`src/ums_regs.svh`:
```
`ifndef UMS_REGS_SVH
`define UMS_REGS_SVH

// register byte offsets
`define UMS_OFS_MODE        8'h04
`define UMS_OFS_IRQ_SET     8'h08
`define UMS_OFS_IRQ_CLR     8'h0c
`define UMS_OFS_IRQ_VIEW    8'h10

// reset values and writable bits
`define UMS_MODE_RST        32'h0000_0000
`define UMS_MODE_WMASK      32'hf77f_ffff
`define UMS_IRQ_RST         32'h0000_0000
`define UMS_IRQ_VALID       32'h001f_3fff
`define UMS_RDATA_RST       32'h0000_0000

// mode field codes
`define UMS_OPMODE_ISO_T0   4'h4
`define UMS_CLKSRC_EXT      2'h3
`define UMS_CH_NORMAL       2'h0
`define UMS_CH_ECHO         2'h1
`define UMS_CH_LOCAL        2'h2
`define UMS_CH_REMOTE       2'h3
`define UMS_STOP_ONE        2'h0
`define UMS_STOP_ONE_HALF   2'h1
`define UMS_STOP_TWO        2'h2

// decoded counts
`define UMS_HALF_BITS_1     3'h2
`define UMS_HALF_BITS_1_5   3'h3
`define UMS_HALF_BITS_2     3'h4
`define UMS_CHAR_BITS_9     4'h9
`define UMS_CHAR_BITS_BASE  4'h5
`define UMS_OVS_16          5'h10
`define UMS_OVS_8           5'h08
`define UMS_NAK_CNT_RST     3'h0
`define UMS_SYNC_IDLE       3'h7

`endif

```
`src/ums_pkg.sv`:
```
`default_nettype none
package ums_pkg;

    typedef struct packed {
        logic       single_start_delimiter;
        logic       start_edge_polarity;
        logic       line_code_enable;
        logic       rx_filter_en;
        logic       rsv27;
        logic [2:0] max_iteration;
        logic       rsv23;
        logic       var_sync;
        logic       repeat_nak_suppress;
        logic       nak_inhibit;
        logic       oversample_8;
        logic       clock_pin_drive;
        logic       nine_bit_char;
        logic       bit_order_sel;
        logic [1:0] channel_test_sel;
        logic [1:0] stop_count_sel;
        logic [2:0] parity_sel;
        logic       sync_mode;
        logic [1:0] char_length_field;
        logic [1:0] clock_source_sel;
        logic [3:0] op_mode;
    } ums_mode_type;

    // decoded settings handed to the shifters and baud logic
    typedef struct packed {
        logic [2:0] stop_half_bits;
        logic       stop_reserved;
        logic [3:0] char_bits;
        logic       msb_first;
        logic [4:0] samples_per_bit;
        logic       rx_filter_en;
        logic       line_code_enable;
        logic       start_edge_polarity;
        logic       single_start_delimiter;
        logic [2:0] parity_sel;
        logic       sync_mode;
    } ums_cfg_type;

    typedef enum logic [2:0] {
        UMS_NAK_IDLE  = 3'b001,
        UMS_NAK_COUNT = 3'b010,
        UMS_NAK_LIMIT = 3'b100
    } ums_nak_state_type;

    typedef struct packed {
        ums_mode_type      mode;
        logic [31:0]       irq_mask;
        logic [31:0]       rd_data;
        ums_cfg_type       cfg;
        logic              txd;
        logic              rx_int;
        logic              sck_drive;
        logic              sck_out;
        logic [2:0]        sck_sync;
        logic              sck_level;
        ums_nak_state_type nak_state;
        logic [2:0]        nak_cnt;
        logic              nak;
        logic              iteration;
        logic              sync_sel;
        logic              irq;
    } ums_state_type;

    typedef struct packed {
        logic [2:0] sync;
        logic       stable;
        logic [2:0] window;
        logic       line;
    } ums_filt_state_type;

    // a pin level counts once the second and third stages agree
    function automatic logic ums_agree(input logic [2:0] sync, input logic prev);
        ums_agree = (sync[1] == sync[2]) ? sync[2] : prev;
    endfunction : ums_agree

endpackage : ums_pkg
`default_nettype wire

```
`src/ums_rx_filter.sv`:
```
`timescale 1ns/1ns
`default_nettype none
`include "ums_regs.svh"
module ums_rx_filter (
    input  wire logic ref_clk_in,
    input  wire logic rst_n_in,
    input  wire logic pin_in,
    input  wire logic tick_in,
    input  wire logic filter_en_in,
    output logic      line_out
);
    import ums_pkg::*;

    ums_filt_state_type st_ff;
    ums_filt_state_type nxt_st;

    always_comb begin
        nxt_st        = st_ff;
        nxt_st.sync   = {st_ff.sync[1:0], pin_in};
        nxt_st.stable = ums_agree(st_ff.sync, st_ff.stable);
        if (tick_in) begin
            nxt_st.window = {st_ff.window[1:0], st_ff.stable};
        end
        if (filter_en_in) begin
            // two of three samples taken a sixteenth of a bit apart
            nxt_st.line = (st_ff.window[0] & st_ff.window[1]) | (st_ff.window[1] & st_ff.window[2])
                        | (st_ff.window[0] & st_ff.window[2]);
        end else begin
            nxt_st.line = st_ff.stable;
        end
    end

    always_ff @(posedge ref_clk_in or negedge rst_n_in) begin
        if (!rst_n_in) begin
            st_ff <= '{sync: `UMS_SYNC_IDLE, stable: 1'b1, window: `UMS_SYNC_IDLE, line: 1'b1};
        end else begin
            st_ff <= nxt_st;
        end
    end

    assign line_out = st_ff.line;

endmodule : ums_rx_filter
`default_nettype wire

```
`src/ums_top.sv`:
```
// Contract
// - stop field picks 1, 1.5, 2 stop bits; sync mode forbids 1.5 and top code
// - channel code 00 normal; 01 echoes the receive line onto the serial output
// - channel code 10 feeds transmitter output into the receiver
// - channel code 11 ties serial input pin straight to serial output pin; here via the synchroniser, receive filter and output register
// - bit order: lsb first when clear, msb first when set, both directions
// - nine-bit setting forces 9-bit characters, else length field governs
// - clock pin driven only with drive enabled and internal clock source
// - oversampling 16 per bit when clear, 8 when set
// - nak inhibit set means no nak ever on the card line
// - suppression off: nak on every parity error unless inhibited
// - suppression on: nak per error until limit reached, then none and flag
// - iteration limit field bounds repetitions in card protocol zero
// - variable sync takes sync choice from each holding register write
// - receive filter: two-of-three majority at one sixteenth bit
// - line code enable turns encoder and decoder on together
// - start polarity: low-to-high when clear, high-to-low when set
// - delimiter selector: sync pattern when clear, single start bit when set
// - nineteen sources at bits 0..13 and 16..20, others unused
// - enable register: ones set mask bits, zeros leave them
// - disable register: ones clear mask bits, zeros leave them
// - mask view reads one per enabled source
//
// Decided for this implementation: the register addresses and the address-and-strobe port.
`timescale 1ns/1ns
`default_nettype none
`include "ums_regs.svh"
module ums_top (
    input  wire logic           ref_clk_in,
    input  wire logic           resetn_in,
    input  wire logic [7:0]     reg_addr_in,
    input  wire logic [31:0]    reg_wdata_in,
    input  wire logic           reg_wr_in,
    input  wire logic           reg_rd_in,
    output logic [31:0]         reg_rdata_out,
    input  wire logic [31:0]    irq_status_in,
    output logic                irq_out,
    input  wire logic           rxd_pin_in,
    output logic                txd_pin_out,
    input  wire logic           tx_bit_in,
    output logic                rx_bit_out,
    input  wire logic           sample_tick_in,
    input  wire logic           sck_gen_in,
    input  wire logic           sck_pin_in,
    output logic                sck_pin_out,
    output logic                sck_oe_n_out,
    output logic                sck_level_out,
    input  wire logic           parity_err_in,
    input  wire logic           char_good_in,
    input  wire logic           iteration_clear_in,
    output logic                nak_out,
    output logic                iteration_out,
    input  wire logic           thr_write_in,
    input  wire logic           thr_sync_in,
    output logic                tx_sync_sel_out,
    output ums_pkg::ums_cfg_type cfg_out
);
    import ums_pkg::*;

    logic [1:0]    rst_sync_ff;
    logic          rst_n;
    logic          rx_line;
    ums_state_type st_ff;
    ums_state_type nxt_st;

    // reset enters asynchronously, leaves synchronously
    always_ff @(posedge ref_clk_in or negedge resetn_in) begin
        if (!resetn_in) begin
            rst_sync_ff <= 2'h0;
        end else begin
            rst_sync_ff <= {rst_sync_ff[0], 1'b1};
        end
    end
    assign rst_n = rst_sync_ff[1];

    ums_rx_filter u_rx_filter (
        .ref_clk_in   (ref_clk_in),
        .rst_n_in     (rst_n),
        .pin_in       (rxd_pin_in),
        .tick_in      (sample_tick_in),
        .filter_en_in (st_ff.mode.rx_filter_en),
        .line_out     (rx_line)
    );

    function automatic ums_cfg_type decode_mode(input ums_mode_type m);
        ums_cfg_type c;
        c = '0;
        c.stop_reserved = 1'b0;
        case (m.stop_count_sel)
            `UMS_STOP_ONE: begin
                c.stop_half_bits = `UMS_HALF_BITS_1;
            end
            `UMS_STOP_ONE_HALF: begin
                // 1.5 stop bits exist only without a clock line
                c.stop_half_bits = m.sync_mode ? `UMS_HALF_BITS_1 : `UMS_HALF_BITS_1_5;
                c.stop_reserved  = m.sync_mode;
            end
            `UMS_STOP_TWO: begin
                c.stop_half_bits = `UMS_HALF_BITS_2;
            end
            default: begin
                c.stop_half_bits = `UMS_HALF_BITS_1;
                c.stop_reserved  = 1'b1;
            end
        endcase
        c.char_bits = m.nine_bit_char ? `UMS_CHAR_BITS_9
                    : (`UMS_CHAR_BITS_BASE + {2'h0, m.char_length_field});
        c.msb_first              = m.bit_order_sel;
        c.samples_per_bit        = m.oversample_8 ? `UMS_OVS_8 : `UMS_OVS_16;
        c.rx_filter_en           = m.rx_filter_en;
        c.line_code_enable       = m.line_code_enable;
        c.start_edge_polarity    = m.start_edge_polarity;
        c.single_start_delimiter = m.single_start_delimiter;
        c.parity_sel             = m.parity_sel;
        c.sync_mode              = m.sync_mode;
        return c;
    endfunction : decode_mode

    always_comb begin
        logic [31:0] wbits;
        logic        iso_t0;
        logic        nak_now;
        logic        iter_set;
        wbits    = reg_wdata_in & `UMS_IRQ_VALID;
        iso_t0   = (st_ff.mode.op_mode == `UMS_OPMODE_ISO_T0);
        nak_now  = 1'b0;
        iter_set = 1'b0;
        nxt_st   = st_ff;

        // register writes
        if (reg_wr_in) begin
            case (reg_addr_in)
                `UMS_OFS_MODE: begin
                    nxt_st.mode = ums_mode_type'(reg_wdata_in & `UMS_MODE_WMASK);
                end
                `UMS_OFS_IRQ_SET: begin
                    nxt_st.irq_mask = st_ff.irq_mask | wbits;
                end
                `UMS_OFS_IRQ_CLR: begin
                    nxt_st.irq_mask = st_ff.irq_mask & ~wbits;
                end
                default: begin
                end
            endcase
        end

        // read data valid only in the cycle after the strobe
        nxt_st.rd_data = `UMS_RDATA_RST;
        if (reg_rd_in) begin
            case (reg_addr_in)
                `UMS_OFS_MODE: begin
                    nxt_st.rd_data = st_ff.mode;
                end
                `UMS_OFS_IRQ_VIEW: begin
                    nxt_st.rd_data = st_ff.irq_mask;
                end
                default: begin
                    nxt_st.rd_data = `UMS_RDATA_RST;
                end
            endcase
        end

        nxt_st.cfg = decode_mode(st_ff.mode);

        // channel test routing; unused side idles high
        case (st_ff.mode.channel_test_sel)
            `UMS_CH_NORMAL: begin
                nxt_st.txd    = tx_bit_in;
                nxt_st.rx_int = rx_line;
            end
            `UMS_CH_ECHO: begin
                nxt_st.txd    = rx_line;
                nxt_st.rx_int = rx_line;
            end
            `UMS_CH_LOCAL: begin
                nxt_st.txd    = 1'b1;
                nxt_st.rx_int = tx_bit_in;
            end
            default: begin
                // receiver and transmitter play no part here
                nxt_st.txd    = rx_line;
                nxt_st.rx_int = 1'b1;
            end
        endcase

        nxt_st.sck_drive = st_ff.mode.clock_pin_drive
                         && (st_ff.mode.clock_source_sel != `UMS_CLKSRC_EXT);
        nxt_st.sck_out   = sck_gen_in;
        nxt_st.sck_sync  = {st_ff.sck_sync[1:0], sck_pin_in};
        nxt_st.sck_level = ums_agree(st_ff.sck_sync, st_ff.sck_level);

        // card-line nak decision, one per received parity error
        case (st_ff.nak_state)
            UMS_NAK_IDLE: begin
                if (parity_err_in && iso_t0) begin
                    if (!st_ff.mode.repeat_nak_suppress) begin
                        nak_now = !st_ff.mode.nak_inhibit;
                    end else if (st_ff.mode.max_iteration == `UMS_NAK_CNT_RST) begin
                        iter_set         = 1'b1;
                        nxt_st.nak_state = UMS_NAK_LIMIT;
                    end else begin
                        nak_now          = !st_ff.mode.nak_inhibit;
                        nxt_st.nak_cnt   = 3'h1;
                        nxt_st.nak_state = UMS_NAK_COUNT;
                    end
                end
            end
            UMS_NAK_COUNT: begin
                if (char_good_in || !st_ff.mode.repeat_nak_suppress) begin
                    nxt_st.nak_cnt   = `UMS_NAK_CNT_RST;
                    nxt_st.nak_state = UMS_NAK_IDLE;
                end else if (parity_err_in) begin
                    if (st_ff.nak_cnt >= st_ff.mode.max_iteration) begin
                        iter_set         = 1'b1;
                        nxt_st.nak_state = UMS_NAK_LIMIT;
                    end else begin
                        nak_now        = !st_ff.mode.nak_inhibit;
                        nxt_st.nak_cnt = st_ff.nak_cnt + 3'h1;
                    end
                end
            end
            UMS_NAK_LIMIT: begin
                // no more naks until a good character or suppression turned off restarts the run
                if (char_good_in || !st_ff.mode.repeat_nak_suppress) begin
                    nxt_st.nak_cnt   = `UMS_NAK_CNT_RST;
                    nxt_st.nak_state = UMS_NAK_IDLE;
                end
            end
            default: begin
                nxt_st.nak_cnt   = `UMS_NAK_CNT_RST;
                nxt_st.nak_state = UMS_NAK_IDLE;
            end
        endcase
        nxt_st.nak = nak_now;
        // a limit hit in the clear cycle still shows
        nxt_st.iteration = iter_set | (st_ff.iteration & ~iteration_clear_in);

        if (!st_ff.mode.var_sync) begin
            nxt_st.sync_sel = st_ff.mode.sync_mode;
        end else if (thr_write_in) begin
            nxt_st.sync_sel = thr_sync_in;
        end

        nxt_st.irq = |(irq_status_in & st_ff.irq_mask & `UMS_IRQ_VALID);
    end

    always_ff @(posedge ref_clk_in or negedge rst_n) begin
        if (!rst_n) begin
            st_ff           <= '0;
            st_ff.mode      <= ums_mode_type'(`UMS_MODE_RST);
            st_ff.irq_mask  <= `UMS_IRQ_RST;
            st_ff.txd       <= 1'b1;
            st_ff.rx_int    <= 1'b1;
            st_ff.sck_sync  <= `UMS_SYNC_IDLE;
            st_ff.sck_level <= 1'b1;
            st_ff.nak_state <= UMS_NAK_IDLE;
        end else begin
            st_ff <= nxt_st;
        end
    end

    assign reg_rdata_out   = st_ff.rd_data;
    assign irq_out         = st_ff.irq;
    assign txd_pin_out     = st_ff.txd;
    assign rx_bit_out      = st_ff.rx_int;
    assign sck_pin_out     = st_ff.sck_out;
    assign sck_oe_n_out    = ~st_ff.sck_drive;
    assign sck_level_out   = st_ff.sck_level;
    assign nak_out         = st_ff.nak;
    assign iteration_out   = st_ff.iteration;
    assign tx_sync_sel_out = st_ff.sync_sel;
    assign cfg_out         = st_ff.cfg;

endmodule : ums_top
`default_nettype wire
```
`config.mk`:
```
export PLATFORM = sky130hd
export DESIGN_NAME = ums_top
export DESIGN_NICKNAME = d
export VERILOG_FILES = /design/src/ums_pkg.sv /design/src/ums_rx_filter.sv /design/src/ums_top.sv
export VERILOG_INCLUDE_DIRS = /design/src
export SDC_FILE = /design/constraint.sdc
export NUM_CORES = 1
export LEC_CHECK = 0
export BUFFER_PORTS_ARGS = -buffer_cell sky130_fd_sc_hd__clkbuf_2
export CAP_MARGIN = 5
export CORE_MARGIN = 1.5
export CORE_UTILIZATION = 25
export DETAILED_ROUTE_END_ITERATION = 8
export PLACE_DENSITY_LB_ADDON = 0.15
export SYNTH_ARGS = -nofsm -noshare
export SYNTH_HDL_FRONTEND = slang
export SYNTH_SLANG_ARGS = --single-unit
```
`constraint.sdc`:
```
create_clock -name ref_clk_in -period 9.4 [get_ports ref_clk_in]
set_input_delay 1.41 -clock ref_clk_in [delete_from_list [all_inputs] [get_ports ref_clk_in]]
set_output_delay 1.41 -clock ref_clk_in [all_outputs]
set_load 0.02 [all_outputs]
```
# Word-level counts from Yosys, hierarchy flattened
# Index checks and enable logic that the tools add are counted.
# classes
add_sub_neg,2
order_cmp,1
n_eq_ne,23
mux,36
n_bitwise,13
n_reduce_logical,15
# ops
operator,count
case mux 32 bit (2 select lines),2
bitwise AND 32 bit,1
2-to-1 mux 32 bit,1
NOT 21 -> 32 bit,1
bitwise OR 32 x 21 -> 32 bit,1
2-to-1 mux 6 bit,5
bitwise AND 21 bit,1
OR reduction 19 bit,1
case mux 6 bit (3 select lines),1
"equality test 8 x 4 -> 1 bit, second input constant",2
2-to-1 mux 1 bit,16
2-to-1 mux 3 bit,4
"inequality test 2 bit, second input constant",6
"inequality test 3 bit, second input constant",3
"equality test 8 x 3 -> 1 bit, second input constant",1
"equality test 8 x 5 -> 1 bit, second input constant",1
case mux 1 bit (2 select lines),3
case mux 2 bit (3 select lines),1
case mux 3 bit (2 select lines),1
AND reduction 6 bit,1
2-to-1 mux 5 bit,1
AND reduction 5 bit,1
"adder 3 x 2 -> 4 bit, first input constant",1
bitwise AND 1 bit,4
20 further kinds,30
# word_totals
ff_bits,144
in_bits,86
output_inout_bits,63
word_cells,139

# Depth between registers and ports, before layout
# Gate-level depths: netlist of the first run.
# logic_depth
depth_word,6
depth_mapped,6
mapped_depth_nobuf,6

# Modules after synthesis
# From an unflattened synthesis of the first run, not the netlist that was laid out.
# hier_totals
hier_cells,404
hier_area_um2,5350.1
# modules_own_cells
module,instances,cells_each,area_per_inst_um2,seq_area_each_um2
ums_top,1,388,5074.9,2961.6
ums_rx_filter,1,16,275.3,210.2

# Worst setup path after synthesis of the first run
# OpenSTA, ideal clock, no wires.
# synth_timing
kind,in2reg
from,input port reg_addr_in[5]
to,register st_ff[104] in the netlist's numbering
setup_time_ns,0.127
t_arrival_ns,2.439
required_time_ns,9.273
path_slack_ns,6.833
path_stages,5
path_buffers,1
cell_sequence,nor4_1 -> and2_1 -> nand3_2 -> buf_6 -> mux2_1
# synth_via
elab_chain_len,2
# synth_rtl
element,line_no,text
from (decl),ums_top.sv:31,"input wire logic [7:0] reg_addr_in,"
equality test 8 x 3 -> 1 bit,ums_top.sv:132,case (reg_addr_in)
AND reduction 2 bit (no line),--,
to (signal assigned),ums_top.sv:258,st_ff <= nxt_st;
to (decl),ums_top.sv:63,ums_state_type st_ff;
# No other way between the ends.
# A chain may end at the register's enable or synchronous reset.

# Worst setup path in the final report of the first run
# Same ends and word-level chain as after synthesis.

==> impl_metrics.tcl, run 1 <==
set metrics [dict create \
    outcome "finished, final reports clean" \
    p_per_area_mw_per_mm2 220 \
    cts.path.max_buffers 2 \
    ys_warn_count 0 \
    grtUsageTotal_pct 11.6 \
    drv_cap 0 \
    clk_pin_slew_ps 60 \
    ioPinCount 149 \
    wirelength_mm 12.0 \
    p_sw_mw 0.342 \
    drt-initial-drc-count 92 \
    viasPerCell 4.26 \
    period_share_pct 43.4 \
    fillers 2068 \
    p_leak_nw 3.13 \
    place_ws_ps 4800 \
    layout-drive-gt1-share_pct 43.9 \
    setup_slack_ps 5320 \
    die-area_mm2 0.0217 \
    synth-seq-cells 126 \
    synth_top_area_share_pct 53.2 \
    drt-pass1-iter-count 4 \
    start_util_pct 25.6 \
    num_antenna_cells 0 \
    tightest_slew_ps 1050 \
    seqCellArea_mm2 0.00318 \
    fin_skew_ps 8.23 \
    pwr-share-comb_pct 8.5 \
    seq_area_frac_synth_pct 60.8 \
    end_kind "flop" \
    worstPathMaxFanout 30 \
    period_needed_ps 4080 \
    critPathArrivalTime_ps 4370 \
    rows 52 \
    p_total_mw 1.39 \
    worst_path_largest_cell_delay_ps 1030 \
    setup_tns_ps 0 \
    hold_viol_final 0 \
    die_h_um 147 \
    grt_antenna_before_repair 1 \
    synth_ff_type "dfrtp_1" \
    synth_area_leader_cell "dfrtp_1" \
    clock-sinks 126 \
    dp_hpwl_mm 8.14 \
    async_flop_share_pct 100 \
    insertion_delay_ps 410 \
    htree_levels 4 \
    clkPwrFrac_pct 47.7 \
    io_buffer_count 128 \
    drc_errors 0 \
    syn_inst 402 \
    synth_enable_flop_cells 0 \
    synth_cell_type_count 54 \
    cts_root_buf "clkbuf_16" \
    syn-cell-area_mm2 0.00522 \
    grt_pass1_wl_mm 19.0 \
    grt_max_degree 75 \
    cts_made_buffers 17 \
    cp.required_ps 9690 \
    avgRoutedWirePerCell_um 15.6 \
    postRouteAntennaNets 0 \
    utilization_pct 31.1 \
    core-area_mm2 0.0204 \
    max_freq_mhz 245 \
    multi_input_area_mm2 0.00152 \
    slowest_stage "nand3_2" \
    final_max_slew_viol_count 0 \
    grt_pass1_vias 3445 \
    ys_top_cells_by_count "dfrtp_1 (111), buf_4 (56), mux2_2 (32)" \
    gp_congestion 0.754 \
    crit_path_start "reg_addr_in[5]" \
    slew_headroom_pct 30.3 \
    synth_most_common_cell "dfrtp_1" \
    area_growth_pct 21.4 \
    r2r_start "rst_sync_ff[1]" \
    pwr-share-seq_pct 43.8 \
    cts_tree "done" \
    crit_type "in -> reg" \
    hp-start "rst_sync_ff[0]" \
    grt_overflow 0 \
    via_count 3288 \
    p_int_mw 1.05 \
    final_nets 579 \
    switching_share_pct 24.5 \
    hold_buffers 0 \
    setup_viol 0 \
    rsz0062_at_grt "false" \
    fin_hold_ws_ps 351 \
    ctsResizeCount 0 \
    fp.dieW_um 147 \
    hold_path.class "reg -> reg" \
    path_cells "clkbuf_2 > nor4_1 > and2_1 > nand3_2 > mux2_1" \
    synthTopCellsByArea "dfrtp_1 (53%), buf_4 (8.1%), dfstp_2 (7.6%), mux2_2 (6.9%), a22o_1 (3.2%)" \
    peakVddDrop_mv 0.116 \
    cts_setup_buffers 0 \
    syn_avg_cell_area_um2 13.0 \
    cp-start-kind "input pin" \
    reg2reg_slack_ps 7600 \
]
cell type report:
type	count	area share [%]
Tap cell	270	5.33
Sequential cell	126	50.1
Timing Repair Buffer	131	10.5
Multi-Input combinational cell	201	24.0
Inverter	11	0.652
Clock buffer	19	6.83
Clock inverter	13	2.59
final timing paths:
| kind | endpoint | depth (start not counted) |
|---|---|---|
| max | st_ff[104] | 5 |
| min | rst_sync_ff[1] | 0 |
| max reg2reg | cfg_out[19] | 1 |
| min reg2reg | rst_sync_ff[1] | 0 |
| max in group asynchronous | cfg_out[19] | 1 |
| min in group asynchronous | cfg_out[14] | 0 |
power groups by stage:
stage	Combinational [mW]	Sequential [mW]	Clock [mW]
finish	0.118	0.610	0.665
global placement	0.118	0.619	0
floorplan	0.0781	0.619	0
detailed placement	0.120	0.620	0
global route	0.134	0.616	0.711
CTS	0.121	0.611	0.686
cells by family after synthesis:
| group | after synthesis | share of synthesized area [%] |
|---|---|---|
| and+or+nand+nor | 62 | 7.15 |
| xor gates and xnor gates | 1 | 0.168 |
| muxes | 36 | 7.75 |
| DFF | 126 | 60.8 |
| buffers and inverters | 79 | 10.3 |
| adders and majority gates | 8 | 1.77 |
| AOI/OAI and AO/OA | 88 | 11.9 |
| other | 2 | 0.144 |
worst max-delay path, delay by kind of cell:
family / cells / cell delay (ps)
and+or+nand+nor: 3 / 2210
muxes: 1 / 630
buffers and inverters: 1 / 90
per-stage QoR:
step / instances / instance area, um^2
after floorplan: 406 / 5230
after global placement: 739 / 5740
after detailed placement: 739 / 5740
after CTS: 771 / 6340
after global routing: 771 / 6340
final: 771 / 6340
layout by cell type, fill, tap and decap left out, drive strengths merged, types with 3 or more instances in the layout:
| cell | count |
|---|---|
| buf | 3 |
| dfstp | 15 |
| nand2b | 5 |
| dfrtp | 111 |
| conb | 6 |
| inv | 13 |
| or3b | 3 |
| nand3 | 4 |
| nor2 | 10 |
| clkinv | 6 |
| nand4 | 3 |
| bufinv | 3 |
| maj3 | 3 |
| mux2 | 35 |
| ha | 5 |
| clkbuf | 147 |
| nor2b | 3 |
| and2 | 13 |
| nor3 | 3 |
| a22o | 19 |
| a31oi | 19 |
| a22oi | 8 |
| o21ai | 3 |
| a21oi | 24 |
| nand2 | 8 |
layer usage:
metal	up-vias	part of all wire (%)	track usage (%)	wire length (um)
met2	114	47	18.0	5650
met1	1620	46	15.1	5480
li1	1542	-	-	-
met5	-	0	0	0
met3	12	5.6	3.36	672
met4	0	1.6	5.35	197
Power figures use the tool's default switching activity.
==> run 2: changes to the inputs <==
--- a/config.mk
+++ b/config.mk
@@ -6,6 +6,7 @@
 export SDC_FILE = /design/constraint.sdc
 export NUM_CORES = 1
 export LEC_CHECK = 0
+export ABC_AREA = 1
 export BUFFER_PORTS_ARGS = -buffer_cell sky130_fd_sc_hd__clkbuf_2
 export CAP_MARGIN = 5
 export CORE_MARGIN = 1.5
==> constraint.sdc (replaced) <==
create_clock -name ref_clk_in -period 3.7 [get_ports ref_clk_in]
set_input_delay 0.555 -clock ref_clk_in [delete_from_list [all_inputs] [get_ports ref_clk_in]]
set_output_delay 0.555 -clock ref_clk_in [all_outputs]
set_load 0.02 [all_outputs]
==> run 2 against run 1 <==
  * Global-route usage grew 1.3 points
  * Die area grew 8.5%
  * Setup slack lost 3400 ps
  * Flip-flop and latch count is the same
  * Clock power grew to 2.6 times the previous value
  * Critical path depth grew 2
  * Clock skew shrank 0.96 ps
  * Area after synthesis grew 8.7%
  * Sequential power grew to 2.5 times the previous value
  * Highest routed layer unchanged
  * Synthesized cell count grew 58%
==> impl_metrics.tcl, run 2 <==
set metrics [dict create \
    setup_viol 0 \
    viasPerCell 4.00 \
    fillers 2346 \
    layout_commonest_cell "nand2_1" \
    synthXorXnorAreaFrac_pct 0.154 \
    synthAdderAreaFrac_pct 1.46 \
    rows 54 \
    wirelength_mm 14.1 \
    synth_most_common_cell "nand2_1" \
    switching_share_pct 26.5 \
    pwr-share-seq_pct 42.2 \
    cts.path.max_buffers 2 \
    critPathArrivalTime_ps 2070 \
    period_share_pct 47.6 \
    drt-pass1-iter-count 5 \
    start_util_pct 25.7 \
    grtUsageTotal_pct 13.0 \
    slowest_stage "nor3_4" \
    htree_levels 4 \
    ys_warn_count 0 \
    grt_antenna_before_repair 0 \
    layout_common_cells "nand2_1 (200), clkbuf_2 (128), dfrtp_1 (110)" \
    peakVddDrop_mv 0.218 \
    async_flop_share_pct 100 \
    hold_viol_final 0 \
    fin_skew_ps 7.28 \
    synthTopCellsByArea "dfrtp_1 (49%), nand2_1 (13%), buf_4 (7.9%), dfstp_2 (7.0%), inv_1 (5.8%)" \
    outcome "finished, final reports clean" \
    grt_overflow 0 \
    avgRoutedWirePerCell_um 13.9 \
    rsz0062_at_grt "false" \
    io_buffer_count 128 \
    final_nets 814 \
    p_int_mw 2.67 \
    cts_made_buffers 17 \
    p_sw_mw 0.961 \
    synth-compound-area-share_pct 3.91 \
    cp-start-kind "input pin" \
    area_growth_pct 20.4 \
    synth_cell_type_count 35 \
    core-area_mm2 0.0220 \
    grt_max_degree 72 \
    utilization_pct 31.0 \
    synthMuxAreaShare_pct 0.199 \
    clk_pin_slew_ps 60 \
    via_count 4062 \
    final_max_slew_viol_count 0 \
    synth_top_area_share_pct 49.0 \
    hold_path.class "in -> reg" \
    grt_pass1_vias 4049 \
    p_per_area_mw_per_mm2 531 \
    layout-drive-gt1-share_pct 26.4 \
    num_antenna_cells 0 \
    cp.required_ps 4010 \
    tightest_slew_ps 1040 \
    dp_hpwl_mm 9.53 \
    clkPwrFrac_pct 47.9 \
    synth-simple-area-share_pct 23.2 \
    path_cells "clkbuf_2 > nor2_2 > nand2_2 > nor3_4 > nand3_1 > nand2_1 > inv_1" \
    gp_congestion 0.758 \
    syn_inst 637 \
    worstPathMaxFanout 19 \
    synth_enable_flop_cells 0 \
    syn-cell-area_mm2 0.00567 \
    die-area_mm2 0.0236 \
    seq_area_frac_synth_pct 55.9 \
    drc_errors 0 \
    insertion_delay_ps 420 \
    clock-sinks 126 \
    ioPinCount 149 \
    multi_input_area_mm2 0.00167 \
    synth_top_family_by_area "simple AND/OR/NAND/NOR gates" \
    ys_top_cells_by_count "nand2_1 (200), dfrtp_1 (111), inv_1 (87)" \
    seqCellArea_mm2 0.00318 \
    synth_area_leader_cell "dfrtp_1" \
    crit_type "in -> reg" \
    cts_root_buf "clkbuf_16" \
    setup_tns_ps 0 \
    p_leak_nw 3.73 \
    period_needed_ps 1760 \
    drt-initial-drc-count 193 \
    die_h_um 154 \
    fp.dieW_um 154 \
    grt_pass1_wl_mm 22.9 \
    postRouteAntennaNets 0 \
    max_freq_mhz 567 \
    worst_path_largest_cell_delay_ps 850 \
    drv_cap 0 \
    synth-seq-cells 126 \
    end_kind "flop" \
    slew_headroom_pct 30.1 \
    syn_avg_cell_area_um2 8.90 \
    synth_ff_type "dfrtp_1" \
    pwr-share-comb_pct 9.9 \
    cts_tree "done" \
    cts_setup_buffers 0 \
]
run 2: cell types whose count changed after synthesis, sizes merged, moves of 5 or more:
cell    previous run  this run
nor2              10        37
nand3              4        51
mux2              35         1
and2              13         0
o21ai              3        24
inv               11        88
a22oi              8         0
o21bai             0         5
a31oi             19         0
nand2b             5         0
a22o              19         1
nand2              8       201
a21oi             24         8
run 2: final timing paths:
check,from,end,slack (ps),cells past startpoint
setup / recovery,reg_addr_in[1],flop,1940,7
max in group asynchronous,rst_sync_ff[1],nxt_st[12],2430,1
setup reg to reg,st_ff[130],st_ff[8],2090,8
hold reg to reg,rst_sync_ff[0],rst_sync_ff[1],350,0
min in group asynchronous,rst_sync_ff[1],st_ff[125],380,0
hold / removal,rxd_pin_in,u_rx_filter.nxt_st[6],220,1
run 2: power groups by stage:
stage,combinational (mW),sequential (mW),clock (mW)
floorplan,0.238,1.56,0
global placement,0.365,1.56,0
detailed placement,0.362,1.56,0
CTS,0.366,1.53,1.79
global route,0.412,1.54,1.86
finish,0.359,1.53,1.74
run 2: critical path: cells and delay by family:
| kind | cells | cell delay [ps] |
|---|---|---|
| simple gates | 5 | 1390 |
| buf+inv | 2 | 120 |
run 2: stage by stage:
stage / hold WS (ps) / cell area (um^2) / setup WS, ps / instances / power, mW
after floorplan: 259 / 5690 / 1610 / 641 / 1.80
after global placement: 334 / 6210 / 1450 / 983 / 1.92
after detailed placement: 341 / 6210 / 1440 / 983 / 1.92
after CTS: 201 / 6830 / 1890 / 1016 / 3.69
after global routing: 203 / 6830 / 1700 / 1016 / 3.81
final: 223 / 6830 / 1940 / 1016 / 3.63
run 2: timing repair:
item | in CTS | in global routing
endpoints found under the hold margin | 2 | 0
hold buffers | 1 | 0
resized for setup | 0 | 0
run 2: final cells by class:
class,count,area share [%]
clock inverter,15,2.75
multi-input combinational,357,24.4
clock buffer,17,6.23
timing repair buffer,133,10.2
inverter,88,4.84
sequential,126,46.5
tap,280,5.13
run 2: cells by family (layout without fill, tap and decap cells):
family          count (synthesis)  count (layout)
flops                         126             126
simple gates                  302             302
mux                             1               1
xor+xnor                        1               1
buf+inv                       158             253
fa+ha+maj                       7               7
compound gates                 40              40
other cells                     2               6
run 2: metal layers:
metal | wire (um) | GRT usage (%) | up-vias
met2 | 6630 | 20.7 | 95
met1 | 6730 | 17.1 | 1887
met4 | 187 | 5.27 | 0
met5 | 0 | 0 | -
met3 | 544 | 2.76 | 12
li1 | - | - | 2068
